===== src/rtl/dam_pkg.sv =====
// Package of constants, register map and types for the drive alarm manager.
package dam_pkg;
    // Clock and time base.
    localparam int CLK_PERIOD_PS = 5000;
    localparam int MS_PS = 1_000_000_000;
    localparam int TICK_CYC_DEF = MS_PS / CLK_PERIOD_PS;
    localparam int BLINK_HALF_MS = 200;
    localparam int BLINK_PAUSE_MS = 1000;
    localparam int BLINK_TIMES = 7;

    // Register byte offsets (word index is offset / 4).
    localparam logic [7:0] OFS_CTRL = 8'h00;
    localparam logic [7:0] OFS_ERR_LIMIT = 8'h04;
    localparam logic [7:0] OFS_TIMEOUT = 8'h08;
    localparam logic [7:0] OFS_GEAR = 8'h0C;
    localparam logic [7:0] OFS_SOFT_MAX = 8'h10;
    localparam logic [7:0] OFS_SOFT_MIN = 8'h14;
    localparam logic [7:0] OFS_ALARM = 8'h18;
    localparam logic [7:0] OFS_IRQ_STAT = 8'h1C;
    localparam logic [7:0] OFS_IRQ_MASK = 8'h20;

    // Control register fields.
    localparam int CTRL_BRAKE_FITTED = 0;
    localparam int CTRL_SENSOR_INPUT_A_EN = 1;
    localparam int CTRL_TIM_EN = 2;
    localparam int CTRL_SOFT_EN = 3;
    localparam int CTRL_ALM_RESET = 4;
    localparam logic [3:0] CTRL_RESET = 4'h6;

    // Alarm register fields.
    localparam int ALM_ACTIVE = 8;
    localparam int ALM_CURRENT = 9;
    localparam int ALM_BRAKE = 10;

    // Interrupt bits.
    localparam int IRQ_RAISED = 0;
    localparam int IRQ_CLEARED = 1;

    // Reset values.
    localparam logic [7:0] ERR_LIMIT_RESET = 8'h03;
    localparam logic [15:0] TIMEOUT_RESET = 16'h0000;
    localparam logic [15:0] GEAR_RESET = 16'h03E8;
    localparam logic [31:0] SOFT_MAX_RESET = 32'h7FFF_FFFF;
    localparam logic [31:0] SOFT_MIN_RESET = 32'h8000_0000;

    // Limits.
    localparam logic [15:0] GEAR_MIN = 16'h0064;
    localparam logic [15:0] GEAR_MAX = 16'h2710;
    localparam logic [3:0] BAUD_MAX = 4'h4;

    // Alarm codes.
    localparam logic [7:0] CODE_NONE = 8'h00;
    localparam logic [7:0] CODE_HOME_SIG = 8'h64;
    localparam logic [7:0] CODE_SOFT_OT = 8'h67;
    localparam logic [7:0] CODE_GEAR = 8'h71;
    localparam logic [7:0] CODE_NET_BUS = 8'h81;
    localparam logic [7:0] CODE_BAUD_SW = 8'h83;
    localparam logic [7:0] CODE_COMM_ERR = 8'h84;
    localparam logic [7:0] CODE_COMM_TMO = 8'h85;
    localparam logic [7:0] CODE_CONV = 8'h8E;
    localparam logic [7:0] CODE_CPU = 8'hF0;

    typedef enum logic [1:0] {LAMP_IDLE, LAMP_ON, LAMP_OFF, LAMP_PAUSE} dam_lamp_t;
endpackage : dam_pkg


===== src/rtl/dam_top.sv =====
// Alarm manager of a stepping motor driver with an AHB-Lite register slave.
//
// Our own choices: the AHB-Lite register port and the address map.
`timescale 1ns/1ps
module dam_top
    import dam_pkg::*;
#(
    parameter int TICK_CYC = TICK_CYC_DEF,
    parameter int BLINK_CYC = BLINK_HALF_MS * TICK_CYC_DEF,
    parameter int PAUSE_CYC = BLINK_PAUSE_MS * TICK_CYC_DEF
)(
    input wire logic hclk,
    input wire logic hresetn,
    input wire logic hsel,
    input wire logic [31:0] haddr,
    input wire logic [1:0] htrans,
    input wire logic hwrite,
    input wire logic [2:0] hsize,
    input wire logic [31:0] hwdata,
    input wire logic hready,
    output logic hreadyout,
    output logic hresp,
    output logic [31:0] hrdata,
    input wire logic alarm_clear_input,
    input wire logic [3:0] baud_select_switch,
    input wire logic sensor_input_a,
    input wire logic home_sensor_input,
    input wire logic conv_host_lost,
    input wire logic conv_alarm,
    input wire logic step_timing_output,
    input wire logic motor_running,
    input wire logic homing_active,
    input wire logic rx_frame_ok,
    input wire logic rx_frame_err,
    input wire logic move_load,
    input wire logic move_linked,
    input wire logic [31:0] move_base,
    input wire logic [31:0] move_delta,
    input wire logic cpu_fault,
    output logic motor_current_en,
    output logic brake_engage,
    output logic fault_lamp,
    output logic irq
);
    localparam int NPIN = 9;
    localparam int P_CLR = 0;
    localparam int P_SENSOR_INPUT_A = 1;
    localparam int P_HOME = 2;
    localparam int P_LOST = 3;
    localparam int P_CONV = 4;
    localparam int P_BAUD = 5;

    typedef struct packed {
        logic [NPIN-1:0] sync1;
        logic [NPIN-1:0] sync2;
        logic clr_prev;
        logic home_prev;
        logic seen;
        logic [7:0] err_cnt;
        logic [31:0] tick_cnt;
        logic [15:0] ms_cnt;
        logic [31:0] acc;
        logic [3:0] ctrl;
        logic [7:0] err_limit;
        logic [15:0] timeout;
        logic [15:0] gear;
        logic [31:0] soft_max;
        logic [31:0] soft_min;
        logic [7:0] code;
        logic active;
        logic [1:0] irq_stat;
        logic [1:0] irq_mask;
        dam_lamp_t lamp_st;
        logic [31:0] lamp_cnt;
        logic [3:0] blink_n;
        logic a_wr;
        logic [7:0] a_addr;
        logic [31:0] rdata;
        logic irq;
        logic lamp;
        logic cur_en;
        logic brake;
    } dam_state_t;

    dam_state_t st_ff;
    dam_state_t nxt_st;

    assign hreadyout = 1'b1;
    assign hresp = 1'b0;
    assign hrdata = st_ff.rdata;
    assign motor_current_en = st_ff.cur_en;
    assign brake_engage = st_ff.brake;
    assign fault_lamp = st_ff.lamp;
    assign irq = st_ff.irq;

    always_comb
    begin
        logic clr_fall;
        logic clr_cmd;
        logic tick;
        logic raise;
        logic [7:0] new_code;
        logic ev_raise;
        logic ev_clear;
        logic resettable;
        logic non_excite;
        logic home_hit;
        logic soft_hit;
        logic comm_hit;
        logic tmo_hit;
        logic [31:0] acc_n;
        logic [1:0] w1c;
        clr_fall = 1'b0;
        clr_cmd = 1'b0;
        tick = 1'b0;
        raise = 1'b0;
        new_code = CODE_NONE;
        ev_raise = 1'b0;
        ev_clear = 1'b0;
        resettable = 1'b0;
        non_excite = 1'b0;
        home_hit = 1'b0;
        soft_hit = 1'b0;
        comm_hit = 1'b0;
        tmo_hit = 1'b0;
        acc_n = st_ff.acc;
        w1c = 2'b00;
        nxt_st = st_ff;

        // Pins from outside the clock domain pass two flip-flops first.
        nxt_st.sync1 = {baud_select_switch, conv_alarm, conv_host_lost, home_sensor_input,
                        sensor_input_a, alarm_clear_input};
        nxt_st.sync2 = st_ff.sync1;

        // Register writes land in the data phase.
        if (st_ff.a_wr)
        begin
            case (st_ff.a_addr)
                OFS_CTRL:
                begin
                    nxt_st.ctrl = hwdata[3:0];
                    clr_cmd = hwdata[CTRL_ALM_RESET];
                end
                OFS_ERR_LIMIT: nxt_st.err_limit = hwdata[7:0];
                OFS_TIMEOUT: nxt_st.timeout = hwdata[15:0];
                OFS_GEAR: nxt_st.gear = hwdata[15:0];
                OFS_SOFT_MAX: nxt_st.soft_max = hwdata;
                OFS_SOFT_MIN: nxt_st.soft_min = hwdata;
                OFS_IRQ_STAT: w1c = hwdata[1:0];
                OFS_IRQ_MASK: nxt_st.irq_mask = hwdata[1:0];
                default: ;
            endcase
        end

        // Millisecond time base for the timeout counter.
        if (st_ff.tick_cnt == 32'(TICK_CYC - 1))
        begin
            nxt_st.tick_cnt = 32'h0000_0000;
            tick = 1'b1;
        end
        else
        begin
            nxt_st.tick_cnt = st_ff.tick_cnt + 32'h0000_0001;
        end

        // Consecutive error count; a good frame ends the run.
        if (rx_frame_ok)
        begin
            nxt_st.err_cnt = 8'h00;
        end
        else if (rx_frame_err && st_ff.err_cnt != 8'hFF)
        begin
            nxt_st.err_cnt = st_ff.err_cnt + 8'h01;
        end
        comm_hit = rx_frame_err && (st_ff.err_limit != 8'h00)
                   && (st_ff.err_cnt + 8'h01 >= st_ff.err_limit);

        // Timeout measured from the last good frame; zero disables it.
        if (rx_frame_ok)
        begin
            nxt_st.ms_cnt = 16'h0000;
        end
        else if (tick && st_ff.ms_cnt != 16'hFFFF)
        begin
            nxt_st.ms_cnt = st_ff.ms_cnt + 16'h0001;
        end
        tmo_hit = (st_ff.timeout != 16'h0000) && (st_ff.ms_cnt >= st_ff.timeout);

        // Home check: an enabled signal must be seen before home goes inactive.
        nxt_st.home_prev = st_ff.sync2[P_HOME];
        if (homing_active && st_ff.sync2[P_HOME])
        begin
            if ((st_ff.ctrl[CTRL_SENSOR_INPUT_A_EN] && st_ff.sync2[P_SENSOR_INPUT_A])
                || (st_ff.ctrl[CTRL_TIM_EN] && step_timing_output))
            begin
                nxt_st.seen = 1'b1;
            end
        end
        if (st_ff.home_prev && !st_ff.sync2[P_HOME])
        begin
            home_hit = homing_active && !st_ff.seen
                       && (st_ff.ctrl[CTRL_SENSOR_INPUT_A_EN] || st_ff.ctrl[CTRL_TIM_EN]);
            nxt_st.seen = 1'b0;
        end
        if (!homing_active)
        begin
            nxt_st.seen = 1'b0;
        end

        // Linked moves build on the accumulated target, not the current position.
        if (move_load)
        begin
            acc_n = (move_linked ? st_ff.acc : move_base) + move_delta;
            nxt_st.acc = acc_n;
            soft_hit = st_ff.ctrl[CTRL_SOFT_EN] && (($signed(acc_n) > $signed(st_ff.soft_max))
                       || ($signed(acc_n) < $signed(st_ff.soft_min)));
        end

        // Clear of resettable alarms by input fall or command.
        nxt_st.clr_prev = st_ff.sync2[P_CLR];
        clr_fall = st_ff.clr_prev && !st_ff.sync2[P_CLR];
        resettable = !(st_ff.code == CODE_BAUD_SW || st_ff.code == CODE_GEAR || st_ff.code == CODE_CPU);
        if (st_ff.active && resettable && (clr_fall || clr_cmd))
        begin
            nxt_st.active = 1'b0;
            nxt_st.code = CODE_NONE;
            nxt_st.err_cnt = 8'h00;
            nxt_st.ms_cnt = 16'h0000;
            ev_clear = 1'b1;
        end

        // Alarm detection in priority order; a CPU fault overrides any other alarm.
        raise = 1'b1;
        if (cpu_fault)
        begin
            new_code = CODE_CPU;
        end
        else if (st_ff.sync2[P_BAUD +: 4] > BAUD_MAX)
        begin
            new_code = CODE_BAUD_SW;
        end
        else if (st_ff.gear < GEAR_MIN || st_ff.gear > GEAR_MAX)
        begin
            new_code = CODE_GEAR;
        end
        else if (comm_hit)
        begin
            new_code = CODE_COMM_ERR;
        end
        else if (tmo_hit)
        begin
            new_code = CODE_COMM_TMO;
        end
        else if (motor_running && st_ff.sync2[P_LOST])
        begin
            new_code = CODE_NET_BUS;
        end
        else if (st_ff.sync2[P_CONV])
        begin
            new_code = CODE_CONV;
        end
        else if (home_hit)
        begin
            new_code = CODE_HOME_SIG;
        end
        else if (soft_hit)
        begin
            new_code = CODE_SOFT_OT;
        end
        else
        begin
            raise = 1'b0;
        end
        // A new alarm in the cycle of a clear wins, so no event is lost.
        if (raise && (!nxt_st.active || (new_code == CODE_CPU && st_ff.code != CODE_CPU)))
        begin
            nxt_st.active = 1'b1;
            nxt_st.code = new_code;
            ev_raise = 1'b1;
        end

        // Excitation follows the class of the latched alarm.
        non_excite = nxt_st.active && (nxt_st.code == CODE_BAUD_SW || nxt_st.code == CODE_GEAR
                     || nxt_st.code == CODE_CPU);
        nxt_st.cur_en = !non_excite;
        nxt_st.brake = non_excite && st_ff.ctrl[CTRL_BRAKE_FITTED];

        // Fault lamp: steady for CPU fault, groups of blinks otherwise.
        nxt_st.lamp = 1'b0;
        if (!nxt_st.active)
        begin
            nxt_st.lamp_st = LAMP_IDLE;
        end
        else if (nxt_st.code == CODE_CPU)
        begin
            nxt_st.lamp_st = LAMP_IDLE;
            nxt_st.lamp = 1'b1;
        end
        else
        begin
            nxt_st.lamp_cnt = st_ff.lamp_cnt - 32'h0000_0001;
            case (st_ff.lamp_st)
                LAMP_IDLE:
                begin
                    nxt_st.lamp_st = LAMP_ON;
                    nxt_st.lamp_cnt = 32'(BLINK_CYC);
                    nxt_st.blink_n = 4'h0;
                end
                LAMP_ON:
                begin
                    nxt_st.lamp = 1'b1;
                    if (st_ff.lamp_cnt == 32'h0000_0000)
                    begin
                        nxt_st.lamp_st = LAMP_OFF;
                        nxt_st.lamp = 1'b0;
                        nxt_st.lamp_cnt = 32'(BLINK_CYC);
                    end
                end
                LAMP_OFF:
                begin
                    if (st_ff.lamp_cnt == 32'h0000_0000)
                    begin
                        if (st_ff.blink_n == 4'(BLINK_TIMES - 1))
                        begin
                            nxt_st.lamp_st = LAMP_PAUSE;
                            nxt_st.lamp_cnt = 32'(PAUSE_CYC);
                            nxt_st.blink_n = 4'h0;
                        end
                        else
                        begin
                            nxt_st.lamp_st = LAMP_ON;
                            nxt_st.lamp_cnt = 32'(BLINK_CYC);
                            nxt_st.blink_n = st_ff.blink_n + 4'h1;
                        end
                    end
                end
                LAMP_PAUSE:
                begin
                    if (st_ff.lamp_cnt == 32'h0000_0000)
                    begin
                        nxt_st.lamp_st = LAMP_ON;
                        nxt_st.lamp_cnt = 32'(BLINK_CYC);
                    end
                end
                default: nxt_st.lamp_st = LAMP_IDLE;
            endcase
        end

        // Sticky interrupt bits; a new event beats a write-one clear.
        nxt_st.irq_stat[IRQ_RAISED] = (st_ff.irq_stat[IRQ_RAISED] & ~w1c[IRQ_RAISED]) | ev_raise;
        nxt_st.irq_stat[IRQ_CLEARED] = (st_ff.irq_stat[IRQ_CLEARED] & ~w1c[IRQ_CLEARED]) | ev_clear;
        nxt_st.irq = |(nxt_st.irq_stat & nxt_st.irq_mask);

        // Address phase; read data comes from the next state so a write just before is seen.
        nxt_st.a_wr = 1'b0;
        if (hsel && htrans[1] && hready)
        begin
            nxt_st.a_wr = hwrite;
            nxt_st.a_addr = haddr[7:0];
            if (!hwrite)
            begin
                case (haddr[7:0])
                    OFS_CTRL: nxt_st.rdata = {28'h000_0000, nxt_st.ctrl};
                    OFS_ERR_LIMIT: nxt_st.rdata = {24'h00_0000, nxt_st.err_limit};
                    OFS_TIMEOUT: nxt_st.rdata = {16'h0000, nxt_st.timeout};
                    OFS_GEAR: nxt_st.rdata = {16'h0000, nxt_st.gear};
                    OFS_SOFT_MAX: nxt_st.rdata = nxt_st.soft_max;
                    OFS_SOFT_MIN: nxt_st.rdata = nxt_st.soft_min;
                    OFS_ALARM: nxt_st.rdata = {21'h00_0000, nxt_st.brake, nxt_st.cur_en,
                                               nxt_st.active, nxt_st.code};
                    OFS_IRQ_STAT: nxt_st.rdata = {30'h0000_0000, nxt_st.irq_stat};
                    OFS_IRQ_MASK: nxt_st.rdata = {30'h0000_0000, nxt_st.irq_mask};
                    default: nxt_st.rdata = 32'h0000_0000;
                endcase
            end
        end
    end

    always_ff @(posedge hclk or negedge hresetn)
    begin
        if (!hresetn)
        begin
            st_ff <= '{sync1: '0, sync2: '0, clr_prev: 1'b0, home_prev: 1'b0, seen: 1'b0,
                       err_cnt: 8'h00, tick_cnt: 32'h0000_0000, ms_cnt: 16'h0000, acc: 32'h0000_0000,
                       ctrl: CTRL_RESET, err_limit: ERR_LIMIT_RESET, timeout: TIMEOUT_RESET,
                       gear: GEAR_RESET, soft_max: SOFT_MAX_RESET, soft_min: SOFT_MIN_RESET,
                       code: CODE_NONE, active: 1'b0, irq_stat: 2'b00, irq_mask: 2'b00,
                       lamp_st: LAMP_IDLE, lamp_cnt: 32'h0000_0000, blink_n: 4'h0, a_wr: 1'b0,
                       a_addr: 8'h00, rdata: 32'h0000_0000, irq: 1'b0, lamp: 1'b0, cur_en: 1'b1,
                       brake: 1'b0};
        end
        else
        begin
            st_ff <= nxt_st;
        end
    end
endmodule : dam_top


===== config.mk =====
export PLATFORM = sky130hd
export DESIGN_NAME = dam_top
export DESIGN_NICKNAME = d
export VERILOG_FILES = /design/src/rtl/dam_pkg.sv /design/src/rtl/dam_top.sv
export SDC_FILE = /design/constraint.sdc
export NUM_CORES = 1
export LEC_CHECK = 0
export ABC_CLOCK_PERIOD_IN_PS = 15650
export BUFFER_PORTS_ARGS = -buffer_cell sky130_fd_sc_hd__buf_4
export CAP_MARGIN = 20
export CORE_ASPECT_RATIO = 1.75
export CORE_MARGIN = 1
export CORE_UTILIZATION = 65
export CTS_CLUSTER_SIZE = 24
export DETAILED_ROUTE_END_ITERATION = 10
export MAX_ROUTING_LAYER = met4
export PLACE_DENSITY = 0.93
export SLEW_MARGIN = 10
export SYNTH_ARGS = -nofsm -noshare
export SYNTH_HDL_FRONTEND = slang
export SYNTH_SLANG_ARGS = --single-unit

===== constraint.sdc =====
create_clock -name hclk -period 15.65 [get_ports hclk]
set_input_delay 1.565 -clock hclk [delete_from_list [all_inputs] [get_ports hclk]]
set_output_delay 1.565 -clock hclk [all_outputs]
set_load 0.1 [all_outputs]

==> flow_metrics.py <==
metrics = {
    "clock_network": {
        "clkTransAtPathRegs_ns": 0.07,
        "cts_tree": "done",
        "root_buffer": "clkbuf_16",
        "cts_resized": 0,
        "cts_max_level": 1,
        "clk_latency_ns": 0.57,
        "postCtsSetupBuffers": 0,
        "hold_buffers": 0,
        "clock-sinks": 313,
        "clock_path_buffers": 3,
        "cts_buffers": 29,
    },
    "synth": {
        "synth_warnings": 0,
        "yosys-top-cells-count": "270 x dfrtp_1, 210 x nand2_1, 150 x o21ai_0",
        "synthCells": 1915,
        "synthDistinctLibCells": 93,
        "yosysTopAreaCellShare": 0.3673,
        "synth-edff-count": 0,
        "synth-seq-cells": 313,
        "seq_area_frac_synth": 0.4287,
        "synthesis.area_um2": 18390,
        "synth_top_area_cell": "dfrtp_1",
        "ys_top_cells_by_area": "dfrtp_1 37%, ha_1 8.4%, mux2_2 7.0%",
        "syn-num-nets": 2195,
        "async_flop_share": 1.000,
        "ys.flop_type": "dfrtp_1",
        "synth.most_common_cell": "dfrtp_1",
        "syn-mean-instance-area_um2": 9.605,
    },
    "placed_design": {
        "dp_hpwl_um": 35520,
        "gp_congestion": 0.9754,
        "place_inst": 2361,
        "port_buffers": 162,
    },
    "run_status": {
        "status": "finished, final reports clean",
    },
    "worst_setup_path": {
        "arrival_ns": 10.45,
        "crit_type": "in -> reg",
        "required_ns": 16.09,
        "critPathMaxFanout": 34,
        "cp_top_family": "compound AO/OA/AOI/OAI gates",
        "critPathBufInv": 1,
        "end_kind": "flop",
        "cpMaxStageDelayCell": "nand3_1",
        "cp-start-kind": "primary input",
        "max_stage_delay_ns": 0.70,
    },
    "drt": {
        "wl_per_cell_um": 20.79,
        "num_vias": 15803,
        "drt_iter0_drc": 1257,
        "route.detailed.drc": 0,
        "routed_via_density": 6.538,
        "drtAntennaViolNets": 0,
        "wl_um": 50250,
        "firstDrtPassIters": 8,
    },
    "timing": {
        "rsz0062_at_grt": "false",
        "worstMarginPinSlew_ns": 1.170,
        "hold_violations": 0,
        "skew_ns": 0.01016,
        "setup_viol_count_final": 0,
        "min_period_over_period": 0.6390,
        "drv_slew": 0,
        "relSlewSlack": 0.2201,
        "tns_ns": 0,
        "holdWs_ns": 0.3446,
        "max_freq_mhz": 100.0,
        "fin_crit_ns": 10.00,
    },
    "die": {
        "num_rows": 81,
        "fp.dieW_um": 129.2,
        "coreArea_um2": 27870,
        "start_util": 0.6600,
        "die_h_um": 224.5,
        "die_area_um2": 29000,
        "ios": 193,
    },
    "final_layout": {
        "synthToLayoutAreaGrowth_pct": 12.48,
        "drive_gt1_frac": 0.2023,
        "fill_cells": 1805,
        "final-seq-area_um2": 7886,
        "multiInputGateArea_um2": 9578,
        "utilization": 0.7423,
        "fin_nets": 2300,
        "instances_no_fill": 2417,
    },
    "power": {
        "p_leak_nw": 9.626,
        "powerDensity_nw_per_um2": 120.3,
        "peakVddDrop_v": 0.0001183,
    },
    "worst_hold_path": {
        "hold_class": "reg -> reg",
    },
    "global_route": {
        "grt_pass1_wl_um": 80430,
        "antenna_found_initial": 2,
        "met1_usage": 0.3755,
        "grt_max_degree": 194,
        "met2_usage": 0.6308,
        "grt-ovfl-total": 0,
        "use_met3": 0.05780,
        "busiest_layer": "met2",
        "grt_pass1_vias": 16330,
        "grtUsageTotal": 0.3656,
    },
    "flow_run": {
        "maxCapViolCount": 0,
    },
}
[cell usage in the layout, fill, tap and decap left out, drive strengths merged, types with 31 or more instances in the layout]
cell      n
a21oi    76
a22oi    42
and3     31
buf     173
clkbuf   43
dfrtp   270
dfstp    43
ha      124
inv     116
mux2    117
nand2   212
nand3    62
nand4    31
nor2    133
nor3     36
nor4     31
o21ai   152
xnor2    51
xor2     32
[report_power, final]
group | internal [mW] | switching [mW] | leakage [nW] | total [mW]
Clock | 0.431 | 0.316 | 0.484 | 0.747
Combinational | 0.320 | 0.447 | 5.40 | 0.768
Sequential | 0.906 | 0.0684 | 3.74 | 0.974
Total | 1.66 | 0.832 | 9.63 | 2.49
[worst paths after layout]
kind	start	endpoint	slack, ns	depth (start not counted)
max	move_linked	st_ff[56]	5.65	28
min	nxt_st[297]	nxt_st[293]	0.34	0
max reg2reg	st_ff[204]	st_ff[56]	6.77	27
min reg2reg	nxt_st[297]	nxt_st[293]	0.34	0
max in group asynchronous	hresetn	st_ff[289]	12.87	2
min in group asynchronous	hresetn	st_ff[301]	1.08	1
[flip-flops by register name, indices dropped and copies added (netlist names)]
register          flops
irq                   1
fault_lamp            1
hrdata               32
brake_engage          1
nxt_st               11
motor_current_en      1
st_ff               266
[final cells by class]
type / count / share of cell area
clock buffers: 43 / 0.04004
clock inverters: 10 / 0.007257
multi-input cells: 1387 / 0.4630
diodes: 2 / 0.0002419
inverters: 116 / 0.02105
repair buffers: 173 / 0.06471
well taps: 373 / 0.02256
flip-flops and latches: 313 / 0.3812
[cells by family after synthesis]
kind of cell	synth area share
AO/OA/AOI/OAI	0.1520
adder cells (fa/ha/maj)	0.08544
flip-flops	0.4287
XOR/XNOR	0.03952
other	0.0004083
AND/OR/NAND/NOR	0.1665
multiplexers	0.07544
buffers and inverters	0.05197
[layer usage]
layer	share of wire	wire (um)
met1	0.34	17230
met2	0.52	26100
met3	0.063	3185
met4	0.074	3735
met5	0	0
[metrics by stage]
step / area (um2) / power, mW / setup WS (ns)
2_1_floorplan: 18390 / 1.502 / 7.358
3_3_place_gp: 19680 / 1.670 / 5.532
3_5_place_dp: 19680 / 1.725 / 5.358
4_1_cts: 20660 / 2.472 / 5.867
5_1_grt: 20690 / 2.601 / 5.084
6_report: 20690 / 2.488 / 5.650
(Power assumes the default switching activity.)
